--- config.mk ---
export PLATFORM = sky130hd
export DESIGN_NAME = vrt_row_xfer
export DESIGN_NICKNAME = d
export VERILOG_FILES = /design/src/design/vrt_pkg.sv /design/src/design/vrt_row_xfer.sv
export VERILOG_INCLUDE_DIRS = /design/src /design/src/design
export SDC_FILE = /design/constraint.sdc
export NUM_CORES = 1
export LEC_CHECK = 0
export ABC_CLOCK_PERIOD_IN_PS = 11100
export BUFFER_PORTS_ARGS = -buffer_cell sky130_fd_sc_hd__buf_4
export CORE_MARGIN = 1.5
export CORE_UTILIZATION = 50
export CTS_BUF_LIST = sky130_fd_sc_hd__clkbuf_8 sky130_fd_sc_hd__clkbuf_16
export CTS_CLUSTER_DIAMETER = 50
export CTS_CLUSTER_SIZE = 24
export DETAILED_ROUTE_END_ITERATION = 7
export PLACE_DENSITY = 0.78
export SETUP_SLACK_MARGIN = 0.2
export SLEW_MARGIN = 25
export SYNTH_ARGS = -nofsm -noshare
export SYNTH_HDL_FRONTEND = slang
export SYNTH_SLANG_ARGS = --single-unit
--- constraint.sdc ---
create_clock -name I_MCLK -period 11.1 [get_ports I_MCLK]
set_input_delay 0 -clock I_MCLK [delete_from_list [all_inputs] [get_ports I_MCLK]]
set_output_delay 0 -clock I_MCLK [all_outputs]
set_load 0.1 [all_outputs]
--- src/design/vrt_defs.svh ---
// Constants for the video RAM row-transfer control block
// Overview of operation
// - Hold the transfer/output-enable strobe low when the row strobe falls to reload.
// - Row address valid at row strobe fall; start bit address at column strobe fall.
// - Transfer completes when the transfer/output-enable strobe rises.
// - After grant drive a 22-bit row address, incremented unless host supplies it.
// - All video RAM strobes for controller cycles come from the strobe shift register in this block.
// - Bus request and transfer are timed by initial shift count and transfer delay.
// - Strobes come from a one shifted through eight stages, inverted at outputs.
// - First three stages drive nothing, giving row address time after grant.
// - End of bus cycle clears the strobe shift register, releasing every strobe.
// - Bus-cycle flag rises on the rising edge of the bus grant.
// - Bus-cycle flag falls when transfer goes low; high deselects address-latch logic.
// - Only one bank's serial output enable is active at any time.
// - Bank bit latched on transfer strobe rise; enables change on serial clock edge.
// - Each frame starts a transfer cycle at first back porch, done after delay.
// - After transfer, count initial shift count, then transfer delay, then strobe low.
// - Row transfers repeat every initial count plus transfer delay shift clocks.
// - Four clock overhead sits inside the delay, before the bus request rises.
// - Bank select uses the lowest row-address bit, alternating each transfer while the row address is incremented.
`ifndef VRT_DEFS_SVH
`define VRT_DEFS_SVH

`define VRT_ROW_W        22
`define VRT_CNT_W        16
`define VRT_SHREG_LEN    8
`define VRT_ADDR_DELAY   3
`define VRT_TAP_XOE      3
`define VRT_TAP_ROW      4
`define VRT_TAP_COL      6
`define VRT_OVERHEAD     16'h0004
`define VRT_CNT_ONE      16'h0001
`define VRT_CNT_ZERO     16'h0000
`define VRT_ROW_ONE      22'h000001
`define VRT_ROW_RESET    22'h000000
`define VRT_SHREG_RESET  8'h00
`define VRT_SOE_RESET    2'h1
`define VRT_BANK_BIT     0

`endif

--- src/design/vrt_pkg.sv ---
// Types for the video RAM row-transfer control block
`include "vrt_defs.svh"
package vrt_pkg;

    // Transfer sequencer states, one-hot
    typedef enum logic [3:0]
    {
        VRT_IDLE  = 4'h1,
        VRT_WAIT  = 4'h2,
        VRT_DELAY = 4'h4,
        VRT_XFER  = 4'h8
    } vrt_state_t;

    // Video RAM strobes, active low
    typedef struct packed
    {
        logic xfer_oe_n;
        logic row_strobe_n;
        logic col_strobe_n;
    } vrt_strobes_t;

endpackage : vrt_pkg

--- src/design/vrt_row_xfer.sv ---
// Video RAM row-transfer sequencer, strobe shift register and bank select
`timescale 1ns/1ps
`default_nettype none
`include "vrt_defs.svh"

module vrt_row_xfer
    import vrt_pkg::*;
(
    input  wire logic                      I_MCLK,
    input  wire logic                      I_RESET_N,
    input  wire logic                      I_CE,
    input  wire logic                      I_FRAME_START,
    input  wire logic [`VRT_CNT_W-1:0]     I_INITIAL_SHIFT_COUNT,
    input  wire logic [`VRT_CNT_W-1:0]     I_TRANSFER_DELAY_COUNT,
    input  wire logic                      I_HOST_ADDR_VALID,
    input  wire logic [`VRT_ROW_W-1:0]     I_HOST_ROW_ADDR,
    input  wire logic                      I_HOST_BUS_GRANT,
    output logic                           O_CTRL_BUS_REQ,
    output logic                           O_XFER_STROBE_N,
    output logic [`VRT_ROW_W-1:0]          O_ROW_ADDR,
    output logic                           O_ADDR_OE,
    output logic                           O_CTRL_CYCLE_ACTIVE,
    output vrt_strobes_t                   O_STROBES,
    output logic [1:0]                     O_SERIAL_OUT_EN
);

    //--------------------------------------------------------------------
    // Declarations
    //--------------------------------------------------------------------
    vrt_state_t                 state;
    vrt_state_t                 next_state;
    logic [`VRT_CNT_W-1:0]      cnt;
    logic [`VRT_CNT_W-1:0]      next_cnt;
    logic                       next_bus_req;
    logic                       grant_meta;
    logic                       grant_sync;
    logic                       grant_prev;
    logic                       grant_rise;
    logic                       ctrl_cycle_active;
    logic [`VRT_SHREG_LEN-1:0]  shreg;
    logic                       xfer_strobe_n;
    logic                       xfer_rise;
    logic                       xfer_strobe_prev_n;
    logic                       bank;
    logic [`VRT_ROW_W-1:0]      row_addr;
    logic                       start_cycle;

    //--------------------------------------------------------------------
    // Transfer sequencer
    //--------------------------------------------------------------------
    // Next state: frame start always restarts the sequence
    always_comb
    begin
        next_state = state;
        next_cnt   = cnt + `VRT_CNT_ONE;
        if (I_FRAME_START)
        begin
            next_state = VRT_DELAY;
            next_cnt   = `VRT_CNT_ZERO;
        end
        else
        begin
            case (state)
                VRT_IDLE:
                begin
                    next_cnt = `VRT_CNT_ZERO;
                end
                VRT_WAIT:
                begin
                    // Counting the initial shift count after a transfer
                    if (next_cnt >= I_INITIAL_SHIFT_COUNT)
                    begin
                        next_state = VRT_DELAY;
                        next_cnt   = `VRT_CNT_ZERO;
                    end
                end
                VRT_DELAY:
                begin
                    // Last delay cycle is the transfer cycle itself
                    if (next_cnt + `VRT_CNT_ONE >= I_TRANSFER_DELAY_COUNT)
                    begin
                        next_state = VRT_XFER;
                        next_cnt   = `VRT_CNT_ZERO;
                    end
                end
                VRT_XFER:
                begin
                    next_state = VRT_WAIT;
                    next_cnt   = `VRT_CNT_ZERO;
                end
                default:
                begin
                    next_state = VRT_IDLE;
                    next_cnt   = `VRT_CNT_ZERO;
                end
            endcase
        end
    end

    // Request stays low for the hidden overhead at the head of the delay
    always_comb
    begin
        next_bus_req = 1'b0;
        if (next_state == VRT_XFER)
        begin
            next_bus_req = 1'b1;
        end
        else if (next_state == VRT_DELAY && next_cnt >= `VRT_OVERHEAD)
        begin
            next_bus_req = 1'b1;
        end
    end

    assign start_cycle = (next_state == VRT_DELAY) && (state != VRT_DELAY || I_FRAME_START);

    // State and counter
    always_ff @(posedge I_MCLK or negedge I_RESET_N)
    begin
        if (!I_RESET_N)
        begin
            state <= VRT_IDLE;
            cnt   <= `VRT_CNT_ZERO;
        end
        else if (I_CE)
        begin
            state <= next_state;
            cnt   <= next_cnt;
        end
    end

    // Request and transfer strobe, both registered; request drops with transfer
    always_ff @(posedge I_MCLK or negedge I_RESET_N)
    begin
        if (!I_RESET_N)
        begin
            O_CTRL_BUS_REQ <= 1'b0;
            xfer_strobe_n  <= 1'b1;
        end
        else if (I_CE)
        begin
            O_CTRL_BUS_REQ <= next_bus_req;
            xfer_strobe_n  <= !(next_state == VRT_XFER);
        end
    end

    assign O_XFER_STROBE_N = xfer_strobe_n;

    //--------------------------------------------------------------------
    // Row address
    //--------------------------------------------------------------------
    // Loaded from the host or advanced at the start of every transfer cycle, before the grant
    always_ff @(posedge I_MCLK or negedge I_RESET_N)
    begin
        if (!I_RESET_N)
        begin
            row_addr <= `VRT_ROW_RESET;
        end
        else if (I_CE && start_cycle)
        begin
            if (I_HOST_ADDR_VALID)
            begin
                row_addr <= I_HOST_ROW_ADDR;
            end
            else
            begin
                row_addr <= row_addr + `VRT_ROW_ONE;
            end
        end
    end

    // Address stays stable through the whole cycle, so both strobe edges see it
    assign O_ROW_ADDR = row_addr;
    assign O_ADDR_OE  = ctrl_cycle_active;

    //--------------------------------------------------------------------
    // Grant synchroniser and bus-cycle flag
    //--------------------------------------------------------------------
    // Grant comes from the host's clock; two flops before use
    always_ff @(posedge I_MCLK or negedge I_RESET_N)
    begin
        if (!I_RESET_N)
        begin
            grant_meta <= 1'b0;
            grant_sync <= 1'b0;
            grant_prev <= 1'b0;
        end
        else if (I_CE)
        begin
            grant_meta <= I_HOST_BUS_GRANT;
            grant_sync <= grant_meta;
            grant_prev <= grant_sync;
        end
    end

    assign grant_rise = grant_sync && !grant_prev;

    // Set on grant rise wins over the clear from the transfer strobe
    always_ff @(posedge I_MCLK or negedge I_RESET_N)
    begin
        if (!I_RESET_N)
        begin
            ctrl_cycle_active <= 1'b0;
        end
        else if (I_CE)
        begin
            if (grant_rise)
            begin
                ctrl_cycle_active <= 1'b1;
            end
            else if (!xfer_strobe_n)
            begin
                ctrl_cycle_active <= 1'b0;
            end
        end
    end

    // High level deselects the host's address-latch control
    assign O_CTRL_CYCLE_ACTIVE = ctrl_cycle_active;

    //--------------------------------------------------------------------
    // Strobe shift register
    //--------------------------------------------------------------------
    // A one walks in while the cycle lasts; cycle end clears it for precharge
    always_ff @(posedge I_MCLK or negedge I_RESET_N)
    begin
        if (!I_RESET_N)
        begin
            shreg <= `VRT_SHREG_RESET;
        end
        else if (I_CE)
        begin
            if (!ctrl_cycle_active)
            begin
                shreg <= `VRT_SHREG_RESET;
            end
            else
            begin
                shreg <= {shreg[`VRT_SHREG_LEN-2:0], 1'b1};
            end
        end
    end

    // Taps skip the first stages; transfer-enable falls before row strobe
    always_ff @(posedge I_MCLK or negedge I_RESET_N)
    begin
        if (!I_RESET_N)
        begin
            O_STROBES <= '{xfer_oe_n: 1'b1, row_strobe_n: 1'b1, col_strobe_n: 1'b1};
        end
        else if (I_CE)
        begin
            O_STROBES.xfer_oe_n    <= !shreg[`VRT_TAP_XOE];
            O_STROBES.row_strobe_n <= !shreg[`VRT_TAP_ROW];
            O_STROBES.col_strobe_n <= !shreg[`VRT_TAP_COL];
        end
    end

    //--------------------------------------------------------------------
    // Bank select and serial output enables
    //--------------------------------------------------------------------
    // Bank bit latched as the transfer strobe rises
    assign xfer_rise = xfer_strobe_n && !xfer_strobe_prev_n;

    // Previous strobe resets high, so no false rise follows reset
    always_ff @(posedge I_MCLK or negedge I_RESET_N)
    begin
        if (!I_RESET_N)
        begin
            xfer_strobe_prev_n <= 1'b1;
            bank               <= 1'b0;
        end
        else if (I_CE)
        begin
            xfer_strobe_prev_n <= xfer_strobe_n;
            if (xfer_rise)
            begin
                bank <= row_addr[`VRT_BANK_BIT];
            end
        end
    end

    // Enables move one serial clock later, so the swap is clean
    always_ff @(posedge I_MCLK or negedge I_RESET_N)
    begin
        if (!I_RESET_N)
        begin
            O_SERIAL_OUT_EN <= `VRT_SOE_RESET;
        end
        else if (I_CE)
        begin
            O_SERIAL_OUT_EN <= {bank, !bank};
        end
    end

    //--------------------------------------------------------------------
    // Assertions
    //--------------------------------------------------------------------
    property p_one_bank;
        @(posedge I_MCLK) disable iff (!I_RESET_N)
        $onehot(O_SERIAL_OUT_EN);
    endproperty
    a_one_bank: assert property (p_one_bank) else $error("both or no banks enabled");

    property p_xoe_before_row;
        @(posedge I_MCLK) disable iff (!I_RESET_N)
        $fell(O_STROBES.row_strobe_n) |-> !O_STROBES.xfer_oe_n && !$past(O_STROBES.xfer_oe_n);
    endproperty
    a_xoe_before_row: assert property (p_xoe_before_row) else $error("row fell without transfer enable");

    property p_cycle_set;
        @(posedge I_MCLK) disable iff (!I_RESET_N)
        (I_CE && grant_rise) |=> ctrl_cycle_active;
    endproperty
    a_cycle_set: assert property (p_cycle_set) else $error("bus-cycle flag missed grant");

    property p_cycle_clear;
        @(posedge I_MCLK) disable iff (!I_RESET_N)
        (I_CE && !xfer_strobe_n && !grant_rise) |=> !ctrl_cycle_active;
    endproperty
    a_cycle_clear: assert property (p_cycle_clear) else $error("bus-cycle flag held past transfer");

    property p_idle_clear;
        @(posedge I_MCLK) disable iff (!I_RESET_N)
        (I_CE && !ctrl_cycle_active) |=> (shreg == `VRT_SHREG_RESET);
    endproperty
    a_idle_clear: assert property (p_idle_clear) else $error("shift register not cleared");

    property p_addr_delay;
        @(posedge I_MCLK) disable iff (!I_RESET_N)
        $rose(ctrl_cycle_active) |-> O_STROBES.xfer_oe_n [*3];
    endproperty
    a_addr_delay: assert property (p_addr_delay) else $error("strobe too soon after grant");

    property p_req_with_xfer;
        @(posedge I_MCLK) disable iff (!I_RESET_N)
        $fell(xfer_strobe_n) |-> O_CTRL_BUS_REQ ##1 (!I_CE || !O_CTRL_BUS_REQ || !xfer_strobe_n);
    endproperty
    a_req_with_xfer: assert property (p_req_with_xfer) else $error("request not tied to transfer");

    property p_frame_start;
        @(posedge I_MCLK) disable iff (!I_RESET_N)
        (I_CE && I_FRAME_START) |=> (state == VRT_DELAY) && (cnt == `VRT_CNT_ZERO);
    endproperty
    a_frame_start: assert property (p_frame_start) else $error("frame start did not begin cycle");

    property p_wait_len;
        @(posedge I_MCLK) disable iff (!I_RESET_N)
        (I_CE && state == VRT_WAIT && !I_FRAME_START && cnt + `VRT_CNT_ONE < I_INITIAL_SHIFT_COUNT)
        |=> (state == VRT_WAIT);
    endproperty
    a_wait_len: assert property (p_wait_len) else $error("initial count cut short");

    property p_no_early_req;
        @(posedge I_MCLK) disable iff (!I_RESET_N)
        (state == VRT_DELAY && cnt < `VRT_OVERHEAD) |-> !O_CTRL_BUS_REQ;
    endproperty
    a_no_early_req: assert property (p_no_early_req) else $error("request inside overhead");

endmodule : vrt_row_xfer

`default_nettype wire

=== Word-level counts from Yosys, hierarchy flattened ===
Index checks and enable logic that the tools add are counted.

* Bits in registers: 62
* Input port bits: 60
* Output and inout port bits: 31
* Logic and storage cells: 59

* Add/sub/neg operators: 3
* Magnitude comparators: 3
* Equal/unequal tests: 8
* Muxes and demuxes: 14
* Reductions and logical operators: 15

{| class="wikitable"
|+ Operators by type and width
! operator !! number
|-
| two-way mux 16 bit || 3
|-
| adder 16 x 1 -> 16 bit, second input constant || 2
|-
| >= comparator 16 bit || 2
|-
| one-hot mux 16 bit (2 select lines) || 1
|-
| adder 22 x 1 -> 22 bit, second input constant || 1
|-
| two-way mux 22 bit || 1
|-
| >= comparator 16 x 3 -> 1 bit, second input constant || 1
|-
| one-hot mux 4 bit (4 select lines) || 1
|-
| two-way mux 4 bit || 3
|-
| == test 4 x 3 -> 1 bit, second input constant || 2
|-
| == test 4 bit, second input constant || 2
|-
| logical NOT 1 bit || 7
|-
| two-way mux 7 bit || 1
|-
| logical AND 1 bit || 5
|-
| == test 4 x 1 -> 1 bit, second input constant || 1
|-
| == test 4 x 2 -> 1 bit, second input constant || 1
|-
| two-way mux 1 bit || 4
|-
| != test 4 x 3 -> 1 bit, second input constant || 1
|-
| AND reduction 2 bit || 2
|-
| != test 2 bit, second input constant || 1
|-
| logical OR 1 bit || 1
|}

=== Logic depth before layout (Yosys ltp) ===
Gate-level depths: netlist of the first run.

* Word-level depth: 10
* Mapped depth: 18
* Mapped depth without buffers: 17

=== Worst setup path after synthesis of the first run ===
Ideal clock, no wire load.

* Path type: register -> register
* Start point: register cnt[1]
* End point: register cnt[1]
* Setup time: 0.079 ns
* Arrival time: 3.690 ns
* Data required time: 11.021 ns
* Path slack: 7.332 ns
* Cell stages (with the launch flop): 18
* Buffers on the path: 1
* Clock period less this slack: 3.768 ns
* Cells stage by stage: dfrtp_1 > ha_1 > clkbuf_1 > nand2b_1 > a21oi_1 > o21ai_0 > or3_1 > nor4_2 > nand4_1 > xnor2_1 > ha_1 > a21o_1 > a21o_1 > a221oi_1 > o211ai_1 > a21oi_1 > o21ai_1 > o2bb2ai_1

* Longest elaborated chain between the ends: 6
* Elaborated cells on any way between the ends: 8
* Classes of those cells: add/sub (2); order compare (2); mux (4)

{| class="wikitable"
|+ Ends and longest elaborated chain
! what !! RTL line !! source
|-
| from (decl) || vrt_row_xfer.sv:32 || <nowiki>logic [`VRT_CNT_W-1:0] cnt;</nowiki>
|-
| from (signal assigned) || vrt_row_xfer.sv:122 || <nowiki>cnt <= `VRT_CNT_ZERO;</nowiki>
|-
| from (signal assigned) || vrt_row_xfer.sv:127 || <nowiki>cnt <= next_cnt;</nowiki>
|-
| adder 16 x 1 -> 16 bit (no source line) * || -- ||
|-
| adder 16 x 1 -> 16 bit (no source line) || -- ||
|-
| >= comparator 16 bit || vrt_row_xfer.sv:80 || <nowiki>if (next_cnt + `VRT_CNT_ONE >= I_TRANSFER_DELAY_COUNT)</nowiki>
|-
| two-way mux 16 bit || vrt_row_xfer.sv:80 ||
|-
| one-hot mux 16 bit (2 select lines) * || vrt_row_xfer.sv:63 || <nowiki>case (state)</nowiki>
|-
| two-way mux 16 bit * || vrt_row_xfer.sv:56 || <nowiki>if (I_FRAME_START)</nowiki>
|}

Every way passes the cells marked *; elsewhere a longest branch is shown, timed or not.
A chain may end at the register's enable or synchronous reset.

=== Worst setup path after layout of the first run ===
* Start point: register cnt[0]
* End point: register row_addr[1] (netlist: O_ROW_ADDR[1])

* Longest elaborated chain between the ends: 9
* Elaborated cells on any way between the ends: 11
* Classes of those cells: add/sub (2); order compare (2); eq/ne (1); mux (4); reduce/logical (2)

{| class="wikitable"
|+ Ends and longest elaborated chain
! what !! RTL line !! source
|-
| adder 16 x 1 -> 16 bit (no source line) * || -- ||
|-
| adder 16 x 1 -> 16 bit (no source line) || -- ||
|-
| >= comparator 16 bit || vrt_row_xfer.sv:80 ||
|-
| two-way mux 4 bit || vrt_row_xfer.sv:80 ||
|-
| one-hot mux 4 bit (4 select lines) * || vrt_row_xfer.sv:63 ||
|-
| two-way mux 4 bit * || vrt_row_xfer.sv:56 ||
|-
| == test 4 x 3 -> 1 bit * || vrt_row_xfer.sv:114 || <nowiki>assign start_cycle = (next_state == VRT_DELAY) && (state != VRT_DELAY || I_FRAME_START);</nowiki>
|-
| logical AND 1 bit * || vrt_row_xfer.sv:114 ||
|-
| logical AND 1 bit * || vrt_row_xfer.sv:158 || <nowiki>else if (I_CE && start_cycle)</nowiki>
|-
| to (signal assigned) || vrt_row_xfer.sv:156 || <nowiki>row_addr <= `VRT_ROW_RESET;</nowiki>
|-
| to (signal assigned) || vrt_row_xfer.sv:166 || <nowiki>row_addr <= row_addr + `VRT_ROW_ONE;</nowiki>
|-
| to (decl) || vrt_row_xfer.sv:45 || <nowiki>logic [`VRT_ROW_W-1:0] row_addr;</nowiki>
|}

Marks and branches as above.

==> out/qor.yml, run 1 <==
sta:
  grt_setup_unrepaired: "no"
  slew_headroom_pct: 43.1
  post-route-period-util_pct: 41.0
  worstMarginPinSlew_ns: 0.847
  fin_crit_ns: 4.55
  drv_slew: 0
  fmax_mhz: 220
  final_hold_viol_count: 0
  fin_tns_setup_ns: 0
  setup_violations: 0
  finClkSkew_ns: 0.0220
critical_path:
  cp_num_buf_inv: 0
  cp-end-kind: "flip-flop"
  r2r-start: "cnt[0]$_DFFE_PN0P_"
  cp_num_cells: 12
  crit_fanout: 22
  path_cells: "ha_1, nand4_1, nor3_1, xor2_1, ha_1, a21oi_1, nand2_1, a211o_1, a311o_2, nand4_2, and2_1, o21ai_0"
  r2r-end: "O_ROW_ADDR[1]$_DFFE_PN0P_"
  startpoint_type: "flip-flop"
  cp.required_ns: 11.28
  cpLargestDelayFamily: "simple AND/OR/NAND/NOR gates"
  worstSetupPathType: "reg -> reg"
  cp_slowest_cell: "and2_1"
  cp-endpoint: "O_ROW_ADDR[1]$_DFFE_PN0P_"
  reg2reg_slack_ns: 6.55
  r2r_cells: 12
  arrival_ns: 4.73
  startpoint: "cnt[0]$_DFFE_PN0P_"
  max_stage_delay_ns: 0.76
  crit_top_cell: "ha_1"
synthesis:
  synth_nets: 645
  ys_seq_elements: 62
  syn-instance-count: 551
  syn_area_um2: 4700
  synth.area.top_cells: "dfrtp_1, ha_1, inv_1, xnor2_1, dfstp_2"
  yosys_warnings: 0
  synth_edf_count: 0
  synth_top_cell_by_area: "dfrtp_1"
  synth_top_area_share_pct: 29.3
  avgSynthCellArea_um2: 8.53
  seq_area_frac_synth_pct: 33.2
  ys.flop_type: "dfrtp_1"
  synth_cell_types: 67
  async_flop_share_pct: 100
job:
  drv_cap: 0
route:
  drtPass1Iterations: 5
  dr_total_vias: 4379
  routedWlPerCell_um: 15.2
  wirelength_mm: 11.5
  drt-vias-per-instance: 5.76
  drt_iter0_markers: 266
  drtAntennaViolNets: 0
  drc: 0
min_path:
  hold_class: "in -> reg"
  worstHoldStart: "I_HOST_ROW_ADDR[6]"
global_route:
  grt_pass1_wl_mm: 19.0
  grt_pass1_vias: 4197
  grt_usage_pct: 23.5
  antenna_found_initial: 0
  grt_start_max_net_pins: 63
  grt.overflow.total: 0
power:
  ir_worst_vdd_mv: 0.122
  p_per_area_nw_per_um2: 154
  leakagePower_uw: 0.00284
clocking:
  clkTransAtPathRegs_ns: 0.08
  cts_sinks: 62
  cts_max_path_buffers: 2
  cts_setup_buffers: 0
  cts_made_buffers: 9
  cts_tree: "done"
  htree_levels: 3
  insertion_delay_ns: 0.35
  cts_root_buf: "clkbuf_8"
die:
  initial_utilization_pct: 51.1
  die_h_um: 100
  ios: 91
  core.rowCount: 35
  die_area_um2: 10000
  die_w_um: 100
  core_um2: 9200
finish:
  drive_above_1_share_pct: 22.2
  nets: 738
  syn_to_final_growth_pct: 23.5
  diodes: 0
  utilization_pct: 63.1
placement:
  place_congestion: 0.949
  post-dp-hpwl_mm: 8.42
  io_buffers: 90
outcome:
  status: "finished clean"
## cell families (layout without fill, tap and decap cells)
| kind of cell | after synthesis | count (layout) | synth area share (%) |
|---|---|---|---|
| muxes | 14 | 14 | 3.30 |
| adders and majority gates | 34 | 34 | 9.05 |
| and+or+nand+nor | 170 | 170 | 18.7 |
| AOI/OAI and AO/OA | 135 | 135 | 20.3 |
| DFF | 62 | 62 | 33.2 |
| buffers and inverters | 99 | 197 | 8.59 |
| xor gates and xnor gates | 37 | 37 | 6.89 |
## metal layers
metal / GRT usage, % / vias up / part of all wire [%]
li1: - / 2133 / -
met1: 31.7 / 2060 / 44
met2: 37.6 / 161 / 48
met3: 3.69 / 25 / 5.8
met4: 9.86 / 0 / 2.0
met5: 0 / - / 0
## cell type report
| cell class | count | area (µm²) |
|---|---|---|
| Timing Repair Buffer | 109 | 866 |
| Clock inverter | 5 | 81.3 |
| Multi-Input combinational cell | 390 | 2740 |
| Clock buffer | 11 | 151 |
| Inverter | 72 | 270 |
| Tap cell | 111 | 139 |
| Sequential cell | 62 | 1560 |
| Fill cell | 805 | 3390 |
## cells in the mapped netlist (3+ instances only)
cell type	n
dfrtp_1	55
o211ai_1	3
nand4_1	7
a21o_1	7
xnor2_1	26
inv_1	72
a21oi_1	34
o21ai_0	25
o22ai_2	9
ha_1	34
and3_1	8
o2bb2ai_1	7
xor2_1	11
a22oi_1	10
buf_1	3
dfstp_2	7
nand3_1	21
a31oi_1	7
o22ai_1	5
nand2_1	41
buf_2	4
clkbuf_1	14
mux2_2	12
nand2b_1	4
nor4_1	7
nor3_1	24
and2_1	4
buf_4	3
nor2_1	37
## through the flow
stage | area [µm²] | setup slack, ns | instances | hold slack, ns | total power [µW]
after detailed placement | 5380 | 6.55 | 725 | 0.132 | 665
after CTS | 5810 | 6.58 | 760 | 0.00327 | 900
after global routing | 5810 | 6.20 | 760 | 0.0310 | 934
after global placement | 5380 | 6.78 | 725 | 0.125 | 656
after floorplan | 4700 | 7.33 | 551 | -0.296 | 576
final | 5810 | 6.55 | 760 | 0.0270 | 896
## worst min path at each step
stage | endpoint | slack [ns] | cells past startpoint
after floorplan | O_ADDR_OE$_DFFE_PN0P_ | -0.30 | 0
after global placement | O_ROW_ADDR[21]$_DFFE_PN0P_ | 0.13 | 1
after detailed placement | O_ROW_ADDR[21]$_DFFE_PN0P_ | 0.13 | 1
after CTS | O_ROW_ADDR[6]$_DFFE_PN0P_ | 0.003 | 3
after global routing | O_ROW_ADDR[6]$_DFFE_PN0P_ | 0.03 | 3
final | O_ROW_ADDR[6]$_DFFE_PN0P_ | 0.03 | 3
## layout by cell type, fill, tap and decap left out, types with 5 or more instances in the layout
master	instances
buf_4	90
inv_1	72
dfrtp_1	55
nand2_1	41
nor2_1	37
a21oi_1	34
ha_1	34
xnor2_1	26
o21ai_0	25
nor3_1	24
nand3_1	21
dlygate4sd3_1	19
mux2_2	12
xor2_1	11
clkbuf_8	11
a22oi_1	10
o22ai_2	9
and3_1	8
dfstp_2	7
nor4_1	7
a31oi_1	7
o2bb2ai_1	7
nand4_1	7
a21o_1	7
o22ai_1	5
## registers in the layout (all words and copies together) (netlist names)
name	cells
O_ROW_ADDR	22
cnt	16
shreg	7
state	4
O_STROBES	3
O_SERIAL_OUT_EN	2
O_ADDR_OE	1
O_CTRL_BUS_REQ	1
O_XFER_STROBE_N	1
bank	1
grant_meta	1
grant_prev	1
grant_sync	1
xfer_strobe_prev_n	1
## worst min-delay path, cell delays in order
cell	delay [ns]
buf_4	0.09
a22oi_1	0.07
o22ai_1	0.15
## power by group
| group | internal (µW) | total [µW] | switching [µW] |
|---|---|---|---|
| clock | 139 | 230 | 91.1 |
| combinational | 99.2 | 360 | 261 |
| sequential | 268 | 306 | 38.2 |
| total | 506 | 896 | 390 |
## timing repair
action | 4_1_cts | 5_1_grt
setup endpoints to repair | 0 | 0
endpoints found under the hold margin | 73 | 0
hold buffers | 19 | 0
gates resized for setup | 0 | 0
Power figures use the tool's default switching activity.
==> run 2, diff against run 1 <==
--- a/config.mk
+++ b/config.mk
@@ -6,7 +6,8 @@
 export SDC_FILE = /design/constraint.sdc
 export NUM_CORES = 1
 export LEC_CHECK = 0
-export ABC_CLOCK_PERIOD_IN_PS = 11100
+export ABC_AREA = 1
+export ABC_CLOCK_PERIOD_IN_PS = 4450
 export BUFFER_PORTS_ARGS = -buffer_cell sky130_fd_sc_hd__buf_4
 export CORE_MARGIN = 1.5
 export CORE_UTILIZATION = 50
==> constraint.sdc (replaced) <==
create_clock -name I_MCLK -period 4.45 [get_ports I_MCLK]
set_input_delay 0 -clock I_MCLK [delete_from_list [all_inputs] [get_ports I_MCLK]]
set_output_delay 0 -clock I_MCLK [all_outputs]
set_load 0.1 [all_outputs]
==> out/qor.yml, run 2 <==
finish:
  final_cell_count_no_fill: 852
  largest_reg_flops: 22
  final_common_cell: "nand2_1"
  diodes: 0
  final_cell_mix: "nand2_1, inv_1, buf_4"
  final.fill_count: 688
  nets: 833
  syn_to_final_growth_pct: 31.5
  drive_above_1_share_pct: 21.8
clocking:
  cts_sinks: 62
  clkTransAtPathRegs_ns: 0.08
  cts_max_path_buffers: 2
  cts_root_buf: "clkbuf_8"
  cts_made_buffers: 9
  htree_levels: 3
  insertion_delay_ns: 0.34
  cts_tree: "done"
die:
  die_w_um: 99.0
  die_area_um2: 9800
  initial_utilization_pct: 52.3
  core_um2: 8810
  ios: 91
  die_h_um: 99.0
  core.rowCount: 34
placement:
  io_buffers: 90
  post-dp-hpwl_mm: 8.15
  place_congestion: 0.988
  dpl.cell_count: 801
global_route:
  antenna_found_initial: 0
  grt_pass1_vias: 4327
  busiest_layer: "met2"
  use_met1_pct: 29.6
  grt_start_max_net_pins: 63
  grt.met3_usage_pct: 4.26
  grt.met2_usage_pct: 41.7
  grt_pass1_wl_mm: 19.1
  grt.overflow.total: 0
  grt_usage_pct: 24.1
critical_path:
  cp-end-kind: "flip-flop"
  cpLargestDelayFamily: "simple AND/OR/NAND/NOR gates"
  crit_fanout: 11
  startpoint_type: "flip-flop"
  max_stage_delay_ns: 0.45
  cp.required_ns: 4.70
  arrival_ns: 4.30
  cp_num_buf_inv: 4
  cp_slowest_cell: "dfrtp_2"
  worstSetupPathType: "reg -> reg"
synthesis:
  synth_nets: 711
  synth.area.top_cells: "dfrtp_1, nand2_1, ha_1, inv_1, xor2_1"
  async_flop_share_pct: 100
  yosys_warnings: 0
  synth_compound_area_share_pct: 9.56
  synth_top_family_by_area: "simple AND/OR/NAND/NOR gates"
  synth_fa_ha_area_share_pct: 9.24
  synthSimpleGateAreaFrac_pct: 24.7
  syn-instance-count: 617
  yosysMostFrequentCell: "nand2_1"
  synth_top_area_share_pct: 29.9
  synth_edf_count: 0
  avgSynthCellArea_um2: 7.46
  synthTopCellsByCount: "nand2_1, inv_1, dfrtp_1"
  synth-xor-area-share_pct: 7.55
  syn_area_um2: 4610
  ys.flop_type: "dfrtp_1"
  seq_area_frac_synth_pct: 33.9
  muxShareOfSynthArea_pct: 4.59
  synth_top_cell_by_area: "dfrtp_1"
  ys_seq_elements: 62
  synth_cell_types: 36
outcome:
  status: "finished, violations left"
  violations: "design-rule violations"
route:
  drc: 1
  dr_total_vias: 4510
  drtPass1Iterations: 7
  drt-vias-per-instance: 5.29
  wirelength_mm: 12.3
  routedWlPerCell_um: 14.4
  drtAntennaViolNets: 0
  drt_iter0_markers: 264
min_path:
  hold_class: "in -> reg"
sta:
  fin_crit_ns: 4.05
  fmax_mhz: 247
  grt_setup_unrepaired: "no"
  slew_headroom_pct: 46.5
  final_hold_viol_count: 0
  drv_slew: 0
  fin_tns_setup_ns: 0
  post-route-period-util_pct: 91.1
  finClkSkew_ns: 0.0130
  worstMarginPinSlew_ns: 0.802
  setup_violations: 0
power:
  p_per_area_nw_per_um2: 381
  ir_worst_vdd_mv: 0.525
  leakagePower_uw: 0.00325
  power_uw: 2310
job:
  drv_cap: 0
-- run 2: changes by cell type after synthesis, moves of 8 or more --
cell     before  now
and3_1        8    0
inv_1        72  105
a22oi_1      10    0
mux2_2       12    1
xnor2_1      26    9
o21ai_0      25   45
a21oi_1      34   16
xor2_1       11   27
mux2i_1       2   20
o22ai_2       9    0
nand2_1      41  154
nor3_1       24    8
-- run 2: tightest hold or removal path, cell delays in order --
cell,delay [ns]
buf_4,0.08
mux2i_1,0.05
o21ai_0,0.18
-- run 2: cell type report --
| class | count | area (µm²) | share of cell area (%) |
|---|---|---|---|
| repair buffers | 127 | 1070 | 17.7 |
| inverters | 106 | 398 | 6.57 |
| clock inverters | 6 | 62.6 | 1.03 |
| well taps | 108 | 135 | 2.23 |
| clock buffers | 10 | 138 | 2.27 |
| multi-input cells | 433 | 2680 | 44.3 |
| flip-flops and latches | 62 | 1560 | 25.8 |
-- run 2: metal layers --
| layer | vias to the layer above | share of wire (%) |
|---|---|---|
| li1 | 2217 | - |
| met1 | 2092 | 42 |
| met2 | 167 | 50 |
| met3 | 34 | 5.4 |
| met4 | 0 | 3.0 |
| met5 | - | 0 |
-- run 2: path summary, 6_finish.rpt --
| path | cells past startpoint | endpoint | slack [ns] | startpoint |
|---|---|---|---|---|
| max reg2reg | 26 | O_ROW_ADDR[13]$_DFFE_PN0P_ | 0.40 | cnt[0]$_DFFE_PN0P_ |
| min | 3 | O_ROW_ADDR[9]$_DFFE_PN0P_ | 0.005 | I_HOST_ROW_ADDR[9] |
| min reg2reg | 1 | O_STROBES[1]$_DFFE_PN1P_ | 0.44 | shreg[4]$_DFFE_PN0P_ |
| max in group asynchronous | 2 | cnt[0]$_DFFE_PN0P_ | 3.57 | I_RESET_N |
| max | 26 | O_ROW_ADDR[13]$_DFFE_PN0P_ | 0.40 | cnt[0]$_DFFE_PN0P_ |
| min in group asynchronous | 2 | O_ROW_ADDR[8]$_DFFE_PN0P_ | 0.27 | I_RESET_N |
-- run 2: cells by family after synthesis --
family	after synthesis
adder cells (fa/ha/maj)	34
multiplexers	21
AO/OA/AOI/OAI	83
XOR/XNOR	38
AND/OR/NAND/NOR	257
buffers and inverters	122
flip-flops	62
-- run 2: what timing repair did --
item                       CTS  global route
setup buffers                0            10
setup endpoints to repair    0            42
hold endpoints to repair    76             0
hold buffers                22             0
resized for setup            0            25
-- run 2: stage by stage --
step,instance area [µm²],hold slack [ns],setup WS [ns],util (%)
3_5_place_dp,5360,0.133,0.245,60.8
6_report,6050,0.00510,0.398,68.8
4_1_cts,5780,0.00618,0.216,65.6
3_3_place_gp,5360,0.124,0.481,60.8
5_1_grt,6050,0.0382,0.132,68.8
2_1_floorplan,4610,-0.296,0.830,-
-- run 2: where the power goes --
group | internal (µW) | total, µW | switching (µW)
clock | 272 | 504 | 232
sequential | 657 | 772 | 115
combinational | 272 | 1030 | 757
==> run 3, diff against run 2 <==
--- a/config.mk
+++ b/config.mk
@@ -6,7 +6,6 @@
 export SDC_FILE = /design/constraint.sdc
 export NUM_CORES = 1
 export LEC_CHECK = 0
-export ABC_AREA = 1
 export ABC_CLOCK_PERIOD_IN_PS = 4450
 export BUFFER_PORTS_ARGS = -buffer_cell sky130_fd_sc_hd__buf_4
 export CORE_MARGIN = 1.5
==> out/qor.yml, run 3 (synthesis results as in run 1) <==
finish:
  final.fill_count: 746
  final_cell_count_no_fill: 764
  largest_reg_flops: 22
  diodes: 0
  drive_above_1_share_pct: 24.2
  register_area_um2: 1560
  multi_input_comb_area_um2: 2800
  final_cell_mix: "buf_4, inv_1, dfrtp_1"
  nets: 743
  final_common_cell: "buf_4"
  syn_to_final_growth_pct: 25.0
clocking:
  htree_levels: 3
  cts_made_buffers: 9
  cts_sinks: 62
  cts_max_path_buffers: 2
  cts_tree: "done"
  insertion_delay_ns: 0.34
  clkTransAtPathRegs_ns: 0.06
  cts_root_buf: "clkbuf_8"
global_route:
  antenna_found_initial: 0
  grt_pass1_vias: 4281
  grt_usage_pct: 24.1
  grt.overflow.total: 0
  grt_pass1_wl_mm: 19.6
  grt_start_max_net_pins: 63
critical_path:
  cp.required_ns: 4.67
  cp_slowest_cell: "dfrtp_2"
  startpoint_type: "flip-flop"
  path_cells: "inv_1, ha_1, nor3_2, and3_1, and3_1, nand2_1, nor3_1, xnor2_1, ha_1, a21o_1, a21o_1, a221oi_1, o21ai_0, a21oi_1, nand2_1, o311ai_1"
  worstSetupPathType: "reg -> reg"
  r2r-start: "cnt[0]$_DFFE_PN0P_"
  max_stage_delay_ns: 0.41
  cp-end-kind: "flip-flop"
  startpoint: "cnt[0]$_DFFE_PN0P_"
  crit_fanout: 4
  arrival_ns: 4.21
route:
  dr_total_vias: 4431
  drt_iter0_markers: 391
  drtPass1Iterations: 5
  drtAntennaViolNets: 0
  wirelength_mm: 12.0
  drt-vias-per-instance: 5.80
  routedWlPerCell_um: 15.8
  drc: 0
placement:
  post-dp-hpwl_mm: 8.40
  dpl.cell_count: 729
  io_buffers: 90
  place_congestion: 0.897
sta:
  grt_setup_unrepaired: "no"
  slew_headroom_pct: 47.2
  setup_violations: 0
  fmax_mhz: 251
  finClkSkew_ns: 0.0144
  fin_crit_ns: 3.99
  post-route-period-util_pct: 89.6
  worstMarginPinSlew_ns: 0.786
  hold_ws_ns: 0.0194
  drv_slew: 0
  final_hold_viol_count: 0
  fin_tns_setup_ns: 0
outcome:
  status: "finished clean"
die:
  die_h_um: 100
  die_area_um2: 10000
  core.rowCount: 35
  core_um2: 9200
  die_w_um: 100
  initial_utilization_pct: 51.1
  ios: 91
job:
  drv_cap: 0
power:
  power_frac_comb_pct: 41.8
  sw_frac_of_total_pct: 44.0
  leakagePower_uw: 0.00288
  p_int_uw: 1220
  switchingPower_uw: 958
  p_per_area_nw_per_um2: 370
  clockPowerShare_pct: 23.2
  seq_power_share_pct: 35.0
  ir_worst_vdd_mv: 0.515
min_path:
  hold_class: "in -> reg"
  worstHoldStart: "I_HOST_ROW_ADDR[4]"
[run 3: path summary, 6_finish.rpt]
kind                       depth (start not counted)  slack (ns)                             end
setup / recovery                                  16        0.46      O_CTRL_BUS_REQ$_DFFE_PN0P_
hold / removal                                     3        0.02       O_ROW_ADDR[4]$_DFFE_PN0P_
setup reg to reg                                  16        0.46      O_CTRL_BUS_REQ$_DFFE_PN0P_
hold reg to reg                                    1        0.45  O_SERIAL_OUT_EN[0]$_DFFE_PN1P_
max in group asynchronous                          2        3.59              cnt[1]$_DFFE_PN0P_
min in group asynchronous                          2        0.27      O_ROW_ADDR[21]$_DFFE_PN0P_
[run 3: power groups by stage]
stage	Combinational [µW]	Clock, µW	Sequential [µW]
final	909	505	763
after floorplan	270	0	1170
after detailed placement	883	0	771
after global placement	868	0	767
after global routing	962	541	777
after CTS	901	511	763
[run 3: final cells by class]
class,instances,area share (%)
tap,111,2.36
timing repair buffer,114,15.3
inverter,72,4.60
clock inverter,3,0.639
sequential,62,26.6
multi-input combinational,390,47.7
clock buffer,12,2.81
[run 3: worst max-delay path, delay by kind of cell (launching register included)]
family	cells	cell delay [ns]
and+or+nand+nor	6	1.12
AOI/OAI and AO/OA	6	1.44
xor gates and xnor gates	1	0.17
DFF	1	0.41
adders and majority gates	2	0.66
buffers and inverters	1	0.10
[run 3: what timing repair did]
item | CTS | global route
endpoints found under the hold margin | 71 | 1
setup endpoints to repair | 15 | 20
setup buffers | 0 | 2
hold buffers | 17 | 1
gates resized for setup | 4 | 11
pin swaps | 0 | 1
[run 3: stage by stage]
step           area [µm²]  power (µW)  util, %  setup slack (ns)
6_report             5880        2180     63.9             0.462
5_1_grt              5880        2280     63.9             0.195
4_1_cts              5800        2180     63.1             0.237
3_5_place_dp         5410        1650     58.9            0.0699
3_3_place_gp         5410        1630     58.9             0.393
2_1_floorplan        4700        1440        -             0.682
[run 3: routing by layer]
layer	track usage (%)	up-vias	wire length (µm)
met2	39.3	149	5860
met1	32.8	2116	5330
met4	9.97	0	318
met5	0	-	0
li1	-	2134	-
met3	2.92	32	539
